<file path="src/logic/pim_pkg.sv">
// Constants and carrier types of the interrupt mask logic.
// Assumes a register access port from the management bus engine on the same clock.
// Behaviour
// [RL1] First mask register at subaddress 0x03, resets to 0x00, all unmasked.
// [RL2] Load-switch mask register at subaddress 0x04, resets to 0x00.
// [RL3] Mask bit 0: pending event pulls interrupt request low.
// [RL4] Mask bit 1: event has no effect on interrupt request.
// [RL5] Masking never stops events being detected and recorded in flags.
// [RL6] First mask bit 5 masks low programming voltage event.
// [RL7] First mask bit 4 masks supply-detect change event.
// [RL8] First mask bit 3 masks push-button change event.
// [RL9] First mask bit 2 masks thermal early-warning event.
// [RL10] First mask bit 1 masks coin-cell acquisition done event.
// [RL11] First mask bit 0 masks default-programming done event.
// [RL12] Second mask bits 5..3 mask switch three, two, one fault events.
// [RL13] Second mask bits 2..0 mask switch three, two, one limit events.
// [RL14] Switch event flags read-only at subaddress 0x02, reset 0x00.
// [RL15] Supply-detect change flag sets on either input edge.
// [RL16] Mask bits 7..6 read zero; request released when nothing unmasked pends.
`default_nettype none

package pim_pkg;

	localparam logic [7:0] PIM_ADDR_SWITCH_FLAGS = 8'h02;
	localparam logic [7:0] PIM_ADDR_MASK_ONE = 8'h03;
	localparam logic [7:0] PIM_ADDR_MASK_TWO = 8'h04;
	localparam logic [7:0] PIM_MASK_RESET = 8'h00;
	localparam logic [7:0] PIM_FLAG_RESET = 8'h00;
	localparam logic [7:0] PIM_MASK_WRITABLE = 8'h3f;
	localparam int PIM_BIT_PROG_VOLT = 5;
	localparam int PIM_BIT_SUPPLY = 4;
	localparam int PIM_BIT_BUTTON = 3;
	localparam int PIM_BIT_THERMAL = 2;
	localparam int PIM_BIT_COIN_CELL = 1;
	localparam int PIM_BIT_NVM_PROG = 0;
	localparam int PIM_BIT_SW3_FAULT = 5;
	localparam int PIM_BIT_SW2_FAULT = 4;
	localparam int PIM_BIT_SW1_FAULT = 3;
	localparam int PIM_BIT_SW3_LIMIT = 2;
	localparam int PIM_BIT_SW2_LIMIT = 1;
	localparam int PIM_BIT_SW1_LIMIT = 0;
	localparam logic [7:0] PIM_READ_IDLE = 8'h00;
	localparam logic [2:0] PIM_SYNC_RESET = 3'h0;

	// Register access from the bus engine
	typedef struct packed {
		logic wr;
		logic rd;
		logic [7:0] addr;
		logic [7:0] wdata;
	} pim_req_t;

	// Six event sources of the first group, bit order as the mask
	typedef struct packed {
		logic prog_volt_low;
		logic supply_change;
		logic button_change;
		logic thermal_warn;
		logic coin_cell_done;
		logic nvm_prog_done;
	} pim_grp1_t;

endpackage

`default_nettype wire

</file>
<file path="src/logic/pim_mask_logic.sv">
// Interrupt mask registers, switch event flags and request output.
// Assumes the bus engine issues one-cycle rd/wr strobes and owns the first flag register.
`timescale 1ns/10ps
`default_nettype none

module pim_mask_logic
(
	// Clock and reset
	input wire logic clock,
	input wire logic rst,
	// Register access
	input wire pim_pkg::pim_req_t req,
	output logic [7:0] rdata,
	output logic rvalid,
	// Event flags of the first group (recorded outside)
	input wire pim_pkg::pim_grp1_t grp1_flags,
	// Load switch event pulses, bit order fault3..1, limit3..1
	input wire logic [5:0] switch_events,
	// Supply detect pin
	input wire logic supply_detect_input,
	output logic supply_change_event,
	// Clear of switch flags on read (one cycle, from bus engine)
	input wire logic switch_flags_rd_clear,
	// Interrupt request pin, open drain
	output logic irq_request_n_out,
	output logic irq_request_n_oe_n
);
	import pim_pkg::*;

	// ****************************************
	// Declarations
	// ****************************************
	logic [7:0] event_mask_group_one;
	logic [7:0] switch_event_mask;
	logic [7:0] switch_event_flags;
	logic [7:0] next_switch_event_flags;
	logic [7:0] grp1_flag_bits;
	logic [7:0] grp1_mask_bits;
	logic [7:0] switch_mask_bits;
	logic [7:0] grp1_unmasked;
	logic [7:0] switch_unmasked;
	logic [2:0] supply_sync;
	logic mask_one_wr;
	logic mask_two_wr;
	logic irq_pending;

	// Named mask fields of both registers
	logic low_program_voltage_mask;
	logic supply_detect_change_mask;
	logic button_change_mask;
	logic thermal_warning_mask;
	logic coin_cell_done_mask;
	logic nvm_program_done_mask;
	logic switch3_fault_mask;
	logic switch2_fault_mask;
	logic switch1_fault_mask;
	logic switch3_limit_mask;
	logic switch2_limit_mask;
	logic switch1_limit_mask;

	// ****************************************
	// Decoding
	// ****************************************
	// Write strobe for one subaddress
	function automatic logic write_hit(
		input pim_req_t r,
		input logic [7:0] a
	);
	begin
		return r.wr && (r.addr == a);
	end
	endfunction

	// Read data for one subaddress, spare addresses read zero
	function automatic logic [7:0] read_select(
		input logic [7:0] a,
		input logic [7:0] flags,
		input logic [7:0] mask_one,
		input logic [7:0] mask_two
	);
	begin
		unique case (a)
			PIM_ADDR_SWITCH_FLAGS: read_select = flags;
			PIM_ADDR_MASK_ONE: read_select = mask_one;
			PIM_ADDR_MASK_TWO: read_select = mask_two;
			default: read_select = PIM_READ_IDLE;
		endcase
	end
	endfunction

	assign mask_one_wr = write_hit(req, PIM_ADDR_MASK_ONE);
	assign mask_two_wr = write_hit(req, PIM_ADDR_MASK_TWO);

	// ****************************************
	// Mask registers
	// ****************************************
	// [RL1] first mask reset and write
	always_ff @(posedge clock)
	begin
		if (rst)
			event_mask_group_one <= PIM_MASK_RESET;
		else if (mask_one_wr)
			// [RL16] upper bits stay zero
			event_mask_group_one <= req.wdata & PIM_MASK_WRITABLE;
	end

	// [RL2] second mask reset and write
	always_ff @(posedge clock)
	begin
		if (rst)
			switch_event_mask <= PIM_MASK_RESET;
		else if (mask_two_wr)
			// [RL16] upper bits stay zero
			switch_event_mask <= req.wdata & PIM_MASK_WRITABLE;
	end

	// ****************************************
	// Mask fields
	// ****************************************
	// [RL6] programming voltage
	assign low_program_voltage_mask = event_mask_group_one[PIM_BIT_PROG_VOLT];
	// [RL7] supply detect change
	assign supply_detect_change_mask = event_mask_group_one[PIM_BIT_SUPPLY];
	// [RL8] button change
	assign button_change_mask = event_mask_group_one[PIM_BIT_BUTTON];
	// [RL9] thermal warning
	assign thermal_warning_mask = event_mask_group_one[PIM_BIT_THERMAL];
	// [RL10] coin cell done
	assign coin_cell_done_mask = event_mask_group_one[PIM_BIT_COIN_CELL];
	// [RL11] programming done
	assign nvm_program_done_mask = event_mask_group_one[PIM_BIT_NVM_PROG];
	// [RL12] switch fault masks
	assign switch3_fault_mask = switch_event_mask[PIM_BIT_SW3_FAULT];
	assign switch2_fault_mask = switch_event_mask[PIM_BIT_SW2_FAULT];
	assign switch1_fault_mask = switch_event_mask[PIM_BIT_SW1_FAULT];
	// [RL13] switch limit masks
	assign switch3_limit_mask = switch_event_mask[PIM_BIT_SW3_LIMIT];
	assign switch2_limit_mask = switch_event_mask[PIM_BIT_SW2_LIMIT];
	assign switch1_limit_mask = switch_event_mask[PIM_BIT_SW1_LIMIT];

	// Mask views, bit order as the flags
	assign grp1_mask_bits = {2'h0, low_program_voltage_mask, supply_detect_change_mask,
		button_change_mask, thermal_warning_mask, coin_cell_done_mask, nvm_program_done_mask};
	assign switch_mask_bits = {2'h0, switch3_fault_mask, switch2_fault_mask,
		switch1_fault_mask, switch3_limit_mask, switch2_limit_mask, switch1_limit_mask};

	// ****************************************
	// Supply detect edge
	// ****************************************
	// Two flops against metastability, a third for the edge
	always_ff @(posedge clock)
	begin
		if (rst)
			supply_sync <= PIM_SYNC_RESET;
		else
			supply_sync <= {supply_sync[1:0], supply_detect_input};
	end

	// [RL15] either edge sets change
	assign supply_change_event = supply_sync[2] ^ supply_sync[1];

	// ****************************************
	// Switch event flags
	// ****************************************
	// [RL14] [RL5] sticky, set wins over clear, mask not consulted
	generate
		for (genvar gi = 0; gi < 8; gi++)
		begin : g_flag
			if (gi < 6)
			begin : g_live
				assign next_switch_event_flags[gi] = switch_events[gi]
					| (switch_event_flags[gi] & ~switch_flags_rd_clear);
			end
			else
			begin : g_spare
				// [RL16] no source
				assign next_switch_event_flags[gi] = 1'b0;
			end
		end
	endgenerate

	always_ff @(posedge clock)
	begin
		if (rst)
			switch_event_flags <= PIM_FLAG_RESET;
		else
			switch_event_flags <= next_switch_event_flags;
	end

	// ****************************************
	// Read path
	// ****************************************
	always_ff @(posedge clock)
	begin
		if (rst)
			rvalid <= 1'b0;
		else
			rvalid <= req.rd;
	end

	// Data follows the address every cycle, taken with rvalid
	always_ff @(posedge clock)
	begin
		if (rst)
			rdata <= PIM_READ_IDLE;
		else
			rdata <= read_select(req.addr, switch_event_flags, event_mask_group_one,
				switch_event_mask);
	end

	// ****************************************
	// Interrupt request
	// ****************************************
	// [RL3] [RL4] per-bit gating by mask
	generate
		for (genvar gj = 0; gj < 8; gj++)
		begin : g_gate
			assign grp1_unmasked[gj] = grp1_flag_bits[gj] & ~grp1_mask_bits[gj];
			assign switch_unmasked[gj] = switch_event_flags[gj] & ~switch_mask_bits[gj];
		end
	endgenerate

	assign grp1_flag_bits = {2'h0, grp1_flags};
	assign irq_pending = (|grp1_unmasked) | (|switch_unmasked);

	// [RL16] released when nothing pends
	always_ff @(posedge clock)
	begin
		if (rst)
			irq_request_n_oe_n <= 1'b1;
		else
			irq_request_n_oe_n <= ~irq_pending;
	end

	// Open drain: data stays low, only the enable moves
	assign irq_request_n_out = 1'b0;

endmodule // pim_mask_logic

`default_nettype wire

</file>
<file path="config.mk">
export PLATFORM = sky130hd
export DESIGN_NAME = pim_mask_logic
export DESIGN_NICKNAME = d
export VERILOG_FILES = /design/src/logic/pim_pkg.sv /design/src/logic/pim_mask_logic.sv
export SDC_FILE = /design/constraint.sdc
export NUM_CORES = 1
export LEC_CHECK = 0
export ABC_AREA = 1
export BUFFER_PORTS_ARGS = -buffer_cell sky130_fd_sc_hd__buf_4
export CAP_MARGIN = 10
export CORE_AREA = 5 5 60 62
export CTS_CLUSTER_SIZE = 20
export DETAILED_ROUTE_END_ITERATION = 16
export DIE_AREA = 0 0 65 67
export PLACE_DENSITY = 0.76
export SETUP_SLACK_MARGIN = 0.15
export SKIP_LAST_GASP = 1
export SLEW_MARGIN = 10
export SYNTH_ARGS = -nofsm -noshare
export SYNTH_HDL_FRONTEND = slang
export SYNTH_SLANG_ARGS = --single-unit
</file>
<file path="constraint.sdc">
create_clock -name clock -period 0.9 [get_ports clock]
set_input_delay 0 -clock clock [delete_from_list [all_inputs] [get_ports clock]]
set_output_delay 0 -clock clock [all_outputs]
set_load 0.01 [all_outputs]
</file>
Yosys cells after proc, flatten, opt, wreduce, memory -nomap -nowiden. Cells that the tools add are included.

Eq/ne operators: 3. Reductions and logical operators: 4. Multiplexer cells: 1. Bitwise gates (word level): 40.

Operators by type and width (number): $pmux 8 s3 (1); $and 1x1->1 (18); $eq 8x2->1 const B (2); $not 1->1 (14); $eq 8x3->1 const B (1); $reduce_or 8->1 (1); $or 1x1->1 (7); $reduce_or 6->1 (1); $logic_and 1x1->1 (2); $xor 1x1->1 (1).

Register bits: 33. Bits of input ports: 34. Output and inout bits: 12. Logic and storage cells: 56.

Depth between registers and ports, before layout. Gate-level depths: netlist of run 1.

Depth after elaboration: 5. Gate-level depth with buffers: 8. Depth with buffers taken out: 7.

Worst setup path after synthesis of run 1. OpenSTA, ideal clock, no wires.

Path type: reg2reg. From: register switch_event_flags[1]. To: register irq_request_n_oe_n. Data required time: 0.787 ns. Path buffers: 0. Path slack: 0.122 ns. Stages on the path, launching flop included: 6. Arrival time: 0.664 ns. Period minus slack after synthesis: 0.778 ns. Path through: dfxtp_1 > inv_1 > o21ai_0 > nor2_1 > nand3_1 > nand2_1.

Cells in the longest elaborated chain, start to end: 4.

Ends and longest elaborated chain: from (decl) (RTL line pim_mask_logic.sv:35) `logic [7:0] switch_event_flags;`; from (signal assigned) (RTL line pim_mask_logic.sv:187) `switch_event_flags <= next_switch_event_flags;`; $and 1x1->1 (RTL line pim_mask_logic.sv:219) `assign switch_unmasked[gj] = switch_event_flags[gj] & ~switch_mask_bits[gj];`; $reduce_or 8->1 (RTL line pim_mask_logic.sv:224) `assign irq_pending = (|grp1_unmasked) | (|switch_unmasked);`; $or 1x1->1 (RTL line pim_mask_logic.sv:224); $not 1->1 (RTL line pim_mask_logic.sv:232) `irq_request_n_oe_n <= ~irq_pending;`; to (signal assigned) (RTL line pim_mask_logic.sv:232); to (decl) (RTL line pim_mask_logic.sv:26) `output logic irq_request_n_oe_n`.

No other way between the ends. A chain may end at the register's enable or synchronous reset.

Worst setup path after layout of run 1.
From: register supply_sync[1]. To: output supply_change_event.

Cells in the longest elaborated chain, start to end: 1.

Ends and longest elaborated chain: from (decl) (RTL line pim_mask_logic.sv:42) `logic [2:0] supply_sync;`; from (signal assigned) (RTL line pim_mask_logic.sv:156) `supply_sync <= {supply_sync[1:0], supply_detect_input};`; $xor 1x1->1 (RTL line pim_mask_logic.sv:160) `assign supply_change_event = supply_sync[2] ^ supply_sync[1];`; to (decl) (RTL line pim_mask_logic.sv:21) `output logic supply_change_event,`.

No other way between the ends.

==> run_results.csv, run 1 <==
group,metric,value,unit
run_status,status,"complete, but fails checks",
run_status,violations,"negative setup slack",
route,postRouteAntennaNets,0,
power_and_ir_drop,power.share.switching,0.229,
clocking,clockBufferDepth,2,
logic_synthesis,synth_top_area_cell,"dfxtp_1",
power_and_ir_drop,combinationalPowerShare,0.141,
sta,hold_viol,0,
worst_setup_path,worstPathRequired,0.90,ns
route,drtIter0Drc,52,
route,vias,1434,
cells_and_area,fin_util,0.703,
route,dr.pass1.iters,4,
logic_synthesis,synth.cell_area,1410,µm²
floorplanning,start_util,0.475,
clocking,cts_tree,"yes",
clocking,cts_root_buf,"clkbuf_4",
run,drv_cap,0,
sta,rsz0062_at_grt,"true",
power_and_ir_drop,clkPwrFrac,0.387,
sta,post-route-period-util,1.04,
global_routing,grt_antenna_before_repair,0,
clocking,numCtsBuffers,5,
floorplanning,dieArea,4360,µm²
worst_setup_path,crit_path_end_kind,"primary output",
cells_and_area,final_cell_mix,"nor2_1 (40), buf_4 (35), inv_1 (32)",
cells_and_area,fin_nets,293,
global_routing,grt_remaining_overflow,0,
global_routing,grtUsageTotal,0.159,
floorplanning,core,2980,µm²
cells_and_area,layout_commonest_cell,"nor2_1",
power_and_ir_drop,netSwitchingPower,0.000650,W
worst_setup_path,r2r-start,"switch_event_flags[0]$_SDFF_PP0_",
power_and_ir_drop,p_leak,1.07,nW
route,wl_per_cell,12.4,µm
floorplanning,die_w,65,µm
power_and_ir_drop,ir_drop,0.942,mV
global_routing,grt_pass1_vias,1223,
power_and_ir_drop,internal-power,0.00219,W
sta,fin_crit,0.933,ns
logic_synthesis,yosys-top-cells-area,"dfxtp_1 (41%), nand3_1 (12%), nor2_1 (11%), inv_1 (8.8%), nand2_1 (6.6%)",
worst_setup_path,startpoint,"supply_sync[1]$_SDFF_PP0_",
floorplanning,num_rows,20,
cells_and_area,area_growth,48.1,%
logic_synthesis,postSynthCellCount,200,
cells_and_area,diodes,0,
worst_setup_path,arrival,0.93,ns
logic_synthesis,synth_top_area_frac,0.411,
clocking,cts-htree-levels,2,
logic_synthesis,yosysSeqAreaShare,0.411,
clocking,insertion_delay,0.31,ns
sta,finalMaxSlewViolations,0,
route,drc,0,
power_and_ir_drop,p_seq_frac,0.472,
clocking,path_clk_slew,0.09,ns
worst_setup_path,path_class,"flop to primary output",
worst_hold_path,hold_path.class,"input pin to flop",
sta,setup_viol_count_final,1,
route,wirelength,3630,µm
global_routing,grt_pass1_wl,5300,µm
sta,fin_ws,-0.0333,ns
placement,gp_congestion,0.771,
sta,timing.fmax,1.07,GHz
logic_synthesis,ys_seq_elements,29,
placement,place_area,1740,µm²
sta,clock_skew,0.00399,ns
placement,placement.io_buffers,40,
global_routing,grt_max_degree,20,
worst_setup_path,worst_setup_path_start_kind,"flop",
worst_setup_path,crit_fanout,2,
logic_synthesis,syn_area_per_cell,7.07,µm²
route,viasPerCell,4.89,
floorplanning,pin_count,46,
clocking,clock_sinks,29,
power_and_ir_drop,finalPower,0.00284,W
logic_synthesis,yosys_warnings,0,
cells_and_area,drive_gt1_frac,0.415,
power_and_ir_drop,p_per_area,1350,nW/µm²
worst_hold_path,min_from,"req[5]",
cells_and_area,final_area,2090,µm²
sta,worst_hold_slack,0.0112,ns
logic_synthesis,netlist-cell-type-count,24,
placement,detailed_place_hpwl,2380,µm
floorplanning,die_height,67,µm
-- cells in the mapped netlist --
| cell | n |
|---|---|
| o21ai_0 | 2 |
| nand3_2 | 4 |
| clkinv_1 | 1 |
| nor2_8 | 1 |
| nand2_1 | 25 |
| nor2_1 | 40 |
| nand2_4 | 1 |
| nor2_2 | 4 |
| a21oi_1 | 6 |
| xor2_1 | 1 |
| nor2_4 | 1 |
| clkbuf_1 | 1 |
| nand2_2 | 1 |
| buf_8 | 1 |
| conb_1 | 1 |
| nand3_1 | 35 |
| buf_4 | 4 |
| dfxtp_1 | 29 |
| inv_2 | 1 |
| buf_1 | 1 |
| nor3_4 | 2 |
| inv_1 | 33 |
| inv_4 | 1 |
| o22ai_1 | 4 |
-- worst paths after layout --
kind / to / slack, ns / cells after the start
setup / recovery: supply_change_event / -0.03 / 2
hold / removal: switch_event_mask[5]$_SDFFE_PP0P_ / 0.01 / 5
setup reg to reg: irq_request_n_oe_n$_SDFF_PP1_ / 0.03 / 5
hold reg to reg: supply_sync[1]$_SDFF_PP0_ / 0.42 / 2
-- layer usage --
metal,global-route usage,part of all wire
met4,0.0580,0.015
met2,0.266,0.53
met1,0.190,0.41
met5,0,0
met3,0.0523,0.048
-- through the flow --
step	TNS [ns]	worst slack [ns]	std cells
after floorplan	0	0.151	202
after global placement	-0.0759	-0.0153	272
after detailed placement	-0.120	-0.0221	272
after CTS	-0.0406	-0.0406	292
after global routing	-0.129	-0.110	293
final	-0.0333	-0.0333	293
-- flip-flops by register name, summed over array words and instances (netlist names) --
signal                flops
event_mask_group_one      6
rdata                     6
switch_event_flags        6
switch_event_mask         6
supply_sync               3
irq_request_n_oe_n        1
rvalid                    1
-- worst max-delay path, stage by stage, from the launching register on --
cell and delay [ns]:
dfxtp_2 0.33, xor2_1 0.15, buf_4 0.14
-- power by group through the flow --
| stage | combinational (W) | sequential [W] | clock (W) |
|---|---|---|---|
| floorplan | 0.000167 | 0.00136 | 0 |
| global placement | 0.000305 | 0.00136 | 0 |
| detailed placement | 0.000309 | 0.00136 | 0 |
| CTS | 0.000361 | 0.00133 | 0.00111 |
| global route | 0.000437 | 0.00134 | 0.00119 |
| finish | 0.000401 | 0.00134 | 0.00110 |
-- final cells by class --
| type | count | area [µm²] |
|---|---|---|
| flip-flops and latches | 29 | 608 |
| fillers | 241 | 885 |
| inverters | 36 | 138 |
| clock buffers | 7 | 55.1 |
| well taps | 33 | 41.3 |
| repair buffers | 57 | 499 |
| multi-input cells | 130 | 722 |
| clock inverters | 1 | 30.0 |
-- what timing repair did --
item,CTS,global route
resized for setup,21,29
hold endpoints to repair,10,10
pin swaps,3,13
setup endpoints to repair,11,26
hold buffers,9,1
setup buffers,3,1
-- cells by family (layout without fill, tap and decap cells) --
kind of cell,Yosys count,in the layout,share of synthesized area
other,1,3,0.00265
and+or+nand+nor,114,114,0.400
buffers and inverters,43,101,0.135
AOI/OAI and AO/OA,12,12,0.0460
xor gates and xnor gates,1,1,0.00620
DFF,29,29,0.411
Power figures use the tool's default switching activity.
==> inputs of run 2 (changes only) <==
Settings changed: ABC_AREA 1 to unset, CORE_AREA 5 5 60 62 to 5 5 59 61, DIE_AREA 0 0 65 67 to 0 0 64 66.
==> run_results.csv, run 2 <==
group,metric,value,unit
logic_synthesis,synth_top_area_cell,"dfxtp_1",
route,vias,1626,
power_and_ir_drop,finalPower,0.00276,W
worst_setup_path,path_delay_family,"compound AO/OA/AOI/OAI gates",
clocking,path_clk_slew,0.11,ns
floorplanning,dieArea,4220,µm²
power_and_ir_drop,combinationalPowerShare,0.221,
worst_setup_path,path_class,"flop to flop",
worst_setup_path,crit_path_end_kind,"flop",
sta,post-route-period-util,1.21,
run_status,violations,"negative setup slack",
route,viasPerCell,6.23,
route,wl_per_cell,25.1,µm
logic_synthesis,postSynthCellCount,142,
sta,fin_crit,1.09,ns
worst_setup_path,r2r-start,"event_mask_group_one[4]$_SDFFE_PP0P_",
floorplanning,start_util,0.462,
worst_setup_path,crit_end,"irq_request_n_oe_n$_SDFF_PP1_",
logic_synthesis,synthMuxAreaShare,0.0444,
logic_synthesis,yosysSeqAreaShare,0.430,
logic_synthesis,netlist-cell-type-count,29,
global_routing,grtUsageTotal,0.250,
sta,worstMarginPinSlew,0.691,ns
sta,finalMaxSlewViolations,0,
power_and_ir_drop,p_seq_frac,0.483,
power_and_ir_drop,ir_drop,1.04,mV
global_routing,grt_remaining_overflow,0,
worst_setup_path,startpoint,"event_mask_group_one[4]$_SDFFE_PP0P_",
logic_synthesis,synth_most_common_cell,"dfxtp_1",
sta,maxSlewHeadroom,0.539,
logic_synthesis,async_flop_share,0,
sta,tns,-1.23,ns
power_and_ir_drop,p_per_area,1070,nW/µm²
worst_setup_path,worst_setup_path_start_kind,"flop",
power_and_ir_drop,netSwitchingPower,0.000837,W
logic_synthesis,synth_top_area_frac,0.430,
worst_setup_path,critPathSlowestCell,"dfxtp_4",
logic_synthesis,synth_edf_count,0,
logic_synthesis,ys.flop_type,"dfxtp_1",
run_status,status,"complete, but fails checks",
worst_setup_path,worstPathRequired,1.19,ns
global_routing,grt_pass1_wl,7980,µm
sta,fin_ws,-0.193,ns
worst_setup_path,path_buf_inv,0,
power_and_ir_drop,p_leak,0.945,nW
clocking,clock_sinks,29,
cells_and_area,drive_gt1_frac,0.643,
sta,timing.fmax,0.915,GHz
worst_setup_path,critPathMaxStageDelay,0.42,ns
floorplanning,die_w,64,µm
cells_and_area,layout_commonest_cell,"buf_4",
placement,placement.io_buffers,40,
worst_setup_path,rrSetupSlack,-0.19,ns
logic_synthesis,synth-simple-area-share,0.273,
power_and_ir_drop,internal-power,0.00192,W
logic_synthesis,synthXorXnorAreaFrac,0.00648,
placement,dp.cells,225,
worst_setup_path,cp.depth,3,
logic_synthesis,syn_area_per_cell,9.52,µm²
clocking,clockBufferDepth,2,
logic_synthesis,synthTopCellsByCount,"dfxtp_1 (29), a21oi_1 (13), nor2b_1 (13), nand2b_1 (12), a2111oi_0 (9)",
global_routing,grt_antenna_before_repair,0,
sta,rsz0062_at_grt,"true",
route,dr.pass1.iters,4,
sta,clock_skew,0.0126,ns
sta,hold_viol,0,
route,postRouteAntennaNets,0,
route,drc,0,
worst_setup_path,r2r_cells,3,
global_routing,grt_max_degree,19,
clocking,cts-htree-levels,2,
worst_hold_path,hold_path.class,"input pin to flop",
route,wirelength,6560,µm
sta,setup_viol_count_final,17,
clocking,cts_root_buf,"clkbuf_4",
cells_and_area,fin_nets,260,
logic_synthesis,synthAdderAreaFrac,0,
logic_synthesis,yosys-top-cells-area,"dfxtp_1 (43%), nor2b_1 (6.0%), a2111oi_0 (5.8%), nand2b_1 (5.6%), a21oi_1 (4.8%)",
power_and_ir_drop,clkPwrFrac,0.296,
worst_setup_path,worstReg2RegEnd,"irq_request_n_oe_n$_SDFF_PP1_",
logic_synthesis,synth.cell_area,1350,µm²
cells_and_area,final_cell_mix,"buf_4 (45), dfxtp_2 (22), buf_6 (20)",
worst_setup_path,arrival,1.38,ns
floorplanning,core,2930,µm²
logic_synthesis,synth_compound_area_frac,0.180,
clocking,numCtsBuffers,5,
floorplanning,pin_count,46,
floorplanning,num_rows,20,
power_and_ir_drop,power.share.switching,0.304,
placement,detailed_place_hpwl,2740,µm
run,drv_cap,0,
worst_setup_path,crit_fanout,3,
global_routing,grt_pass1_vias,1632,
cells_and_area,area_growth,90.3,%
sta,worst_hold_slack,0.0101,ns
route,drtIter0Drc,100,
placement,gp_congestion,0.933,
logic_synthesis,ys_seq_elements,29,
logic_synthesis,synth_top_family_by_area,"simple AND/OR/NAND/NOR gates",
floorplanning,die_height,66,µm
clocking,insertion_delay,0.35,ns
cells_and_area,instances_no_fill,261,
logic_synthesis,yosys_warnings,0,
worst_setup_path,worstPathCellList,"nor2b_2 -> a2111oi_4 -> a31o_2",
clocking,cts_tree,"yes",
run 2: cell types whose count changed in the layout (fill, tap and decap cells not counted), moves of 6 or more:
cell	delta
inv_1	-26
nand3_2	-7
nand2_1	-24
nand4_1	+6
nand2b_1	+12
nor2b_1	+8
dlygate4sd3_1	+6
buf_6	+7
nand3_1	-28
buf_4	+10
a2111oi_4	+6
nor2_1	-34
run 2: worst register-to-register path, cell delays in order (launching register included):
cell	delay [ns]
dfxtp_4	0.42
nor2b_2	0.09
a2111oi_4	0.33
a31o_2	0.20
run 2: area by class of cell:
| type | count | area, µm² |
|---|---|---|
| diodes | 1 | 2.50 |
| clock buffers | 6 | 41.3 |
| clock inverters | 2 | 10.0 |
| fillers | 120 | 357 |
| inverters | 6 | 22.5 |
| multi-input cells | 99 | 1030 |
| flip-flops and latches | 29 | 623 |
| well taps | 33 | 41.3 |
| repair buffers | 85 | 798 |
run 2: how the worst min path moves through the flow:
| stage | start | end | slack, ns | cells after the start |
|---|---|---|---|---|
| global placement | switch_events[3] | switch_event_flags[3]$_SDFF_PP0_ | 0.21 | 3 |
| global route | rst | supply_sync[0]$_SDFF_PP0_ | 0.02 | 2 |
| finish | rst | switch_event_flags[0]$_SDFF_PP0_ | 0.01 | 2 |
| detailed placement | switch_events[5] | switch_event_flags[5]$_SDFF_PP0_ | 0.21 | 3 |
| CTS | rst | switch_event_flags[3]$_SDFF_PP0_ | 0.006 | 2 |
| floorplan | switch_events[0] | switch_event_flags[0]$_SDFF_PP0_ | 0.12 | 2 |
run 2: routing by layer:
layer  vias up  share of wire  track usage
met4         0          0.057        0.166
met2       101           0.52        0.443
met1       799           0.35        0.251
met3        38          0.077       0.0714
li1        688              -            -
met5         -              0            0
run 2: cell families (layout without fill, tap and decap cells):
family | after synthesis | in the layout
other | 1 | 4
DFF | 29 | 29
and+or+nand+nor | 54 | 54
xor gates and xnor gates | 1 | 1
buffers and inverters | 16 | 99
AOI/OAI and AO/OA | 35 | 35
muxes | 6 | 6
run 2: power by group through the flow:
stage / Clock (W) / Sequential (W) / Combinational, W
after global routing: 0.000858 / 0.00133 / 0.000634
after CTS: 0.000766 / 0.00133 / 0.000476
after floorplan: 0 / 0.00135 / 0.000150
after detailed placement: 0 / 0.00136 / 0.000343
final: 0.000814 / 0.00133 / 0.000609
after global placement: 0 / 0.00136 / 0.000329
run 2: what timing repair did:
item                                   in CTS  in global routing
resized for setup                          72                 46
endpoints found under the hold margin      20                  0
setup endpoints to repair                  28                 31
hold buffers                               15                  0
buffers inserted                            9                  3
pin swaps                                  22                 22
run 2: metrics by stage:
step / utilization / cell area [µm²] / setup WS [ns]
4_1_cts: 0.796 / 2330 / -0.165
2_1_floorplan: - / 1390 / -0.347
6_report: 0.878 / 2570 / -0.193
3_5_place_dp: 0.615 / 1800 / -0.469
5_1_grt: 0.877 / 2570 / -0.194
3_3_place_gp: 0.615 / 1800 / -0.410
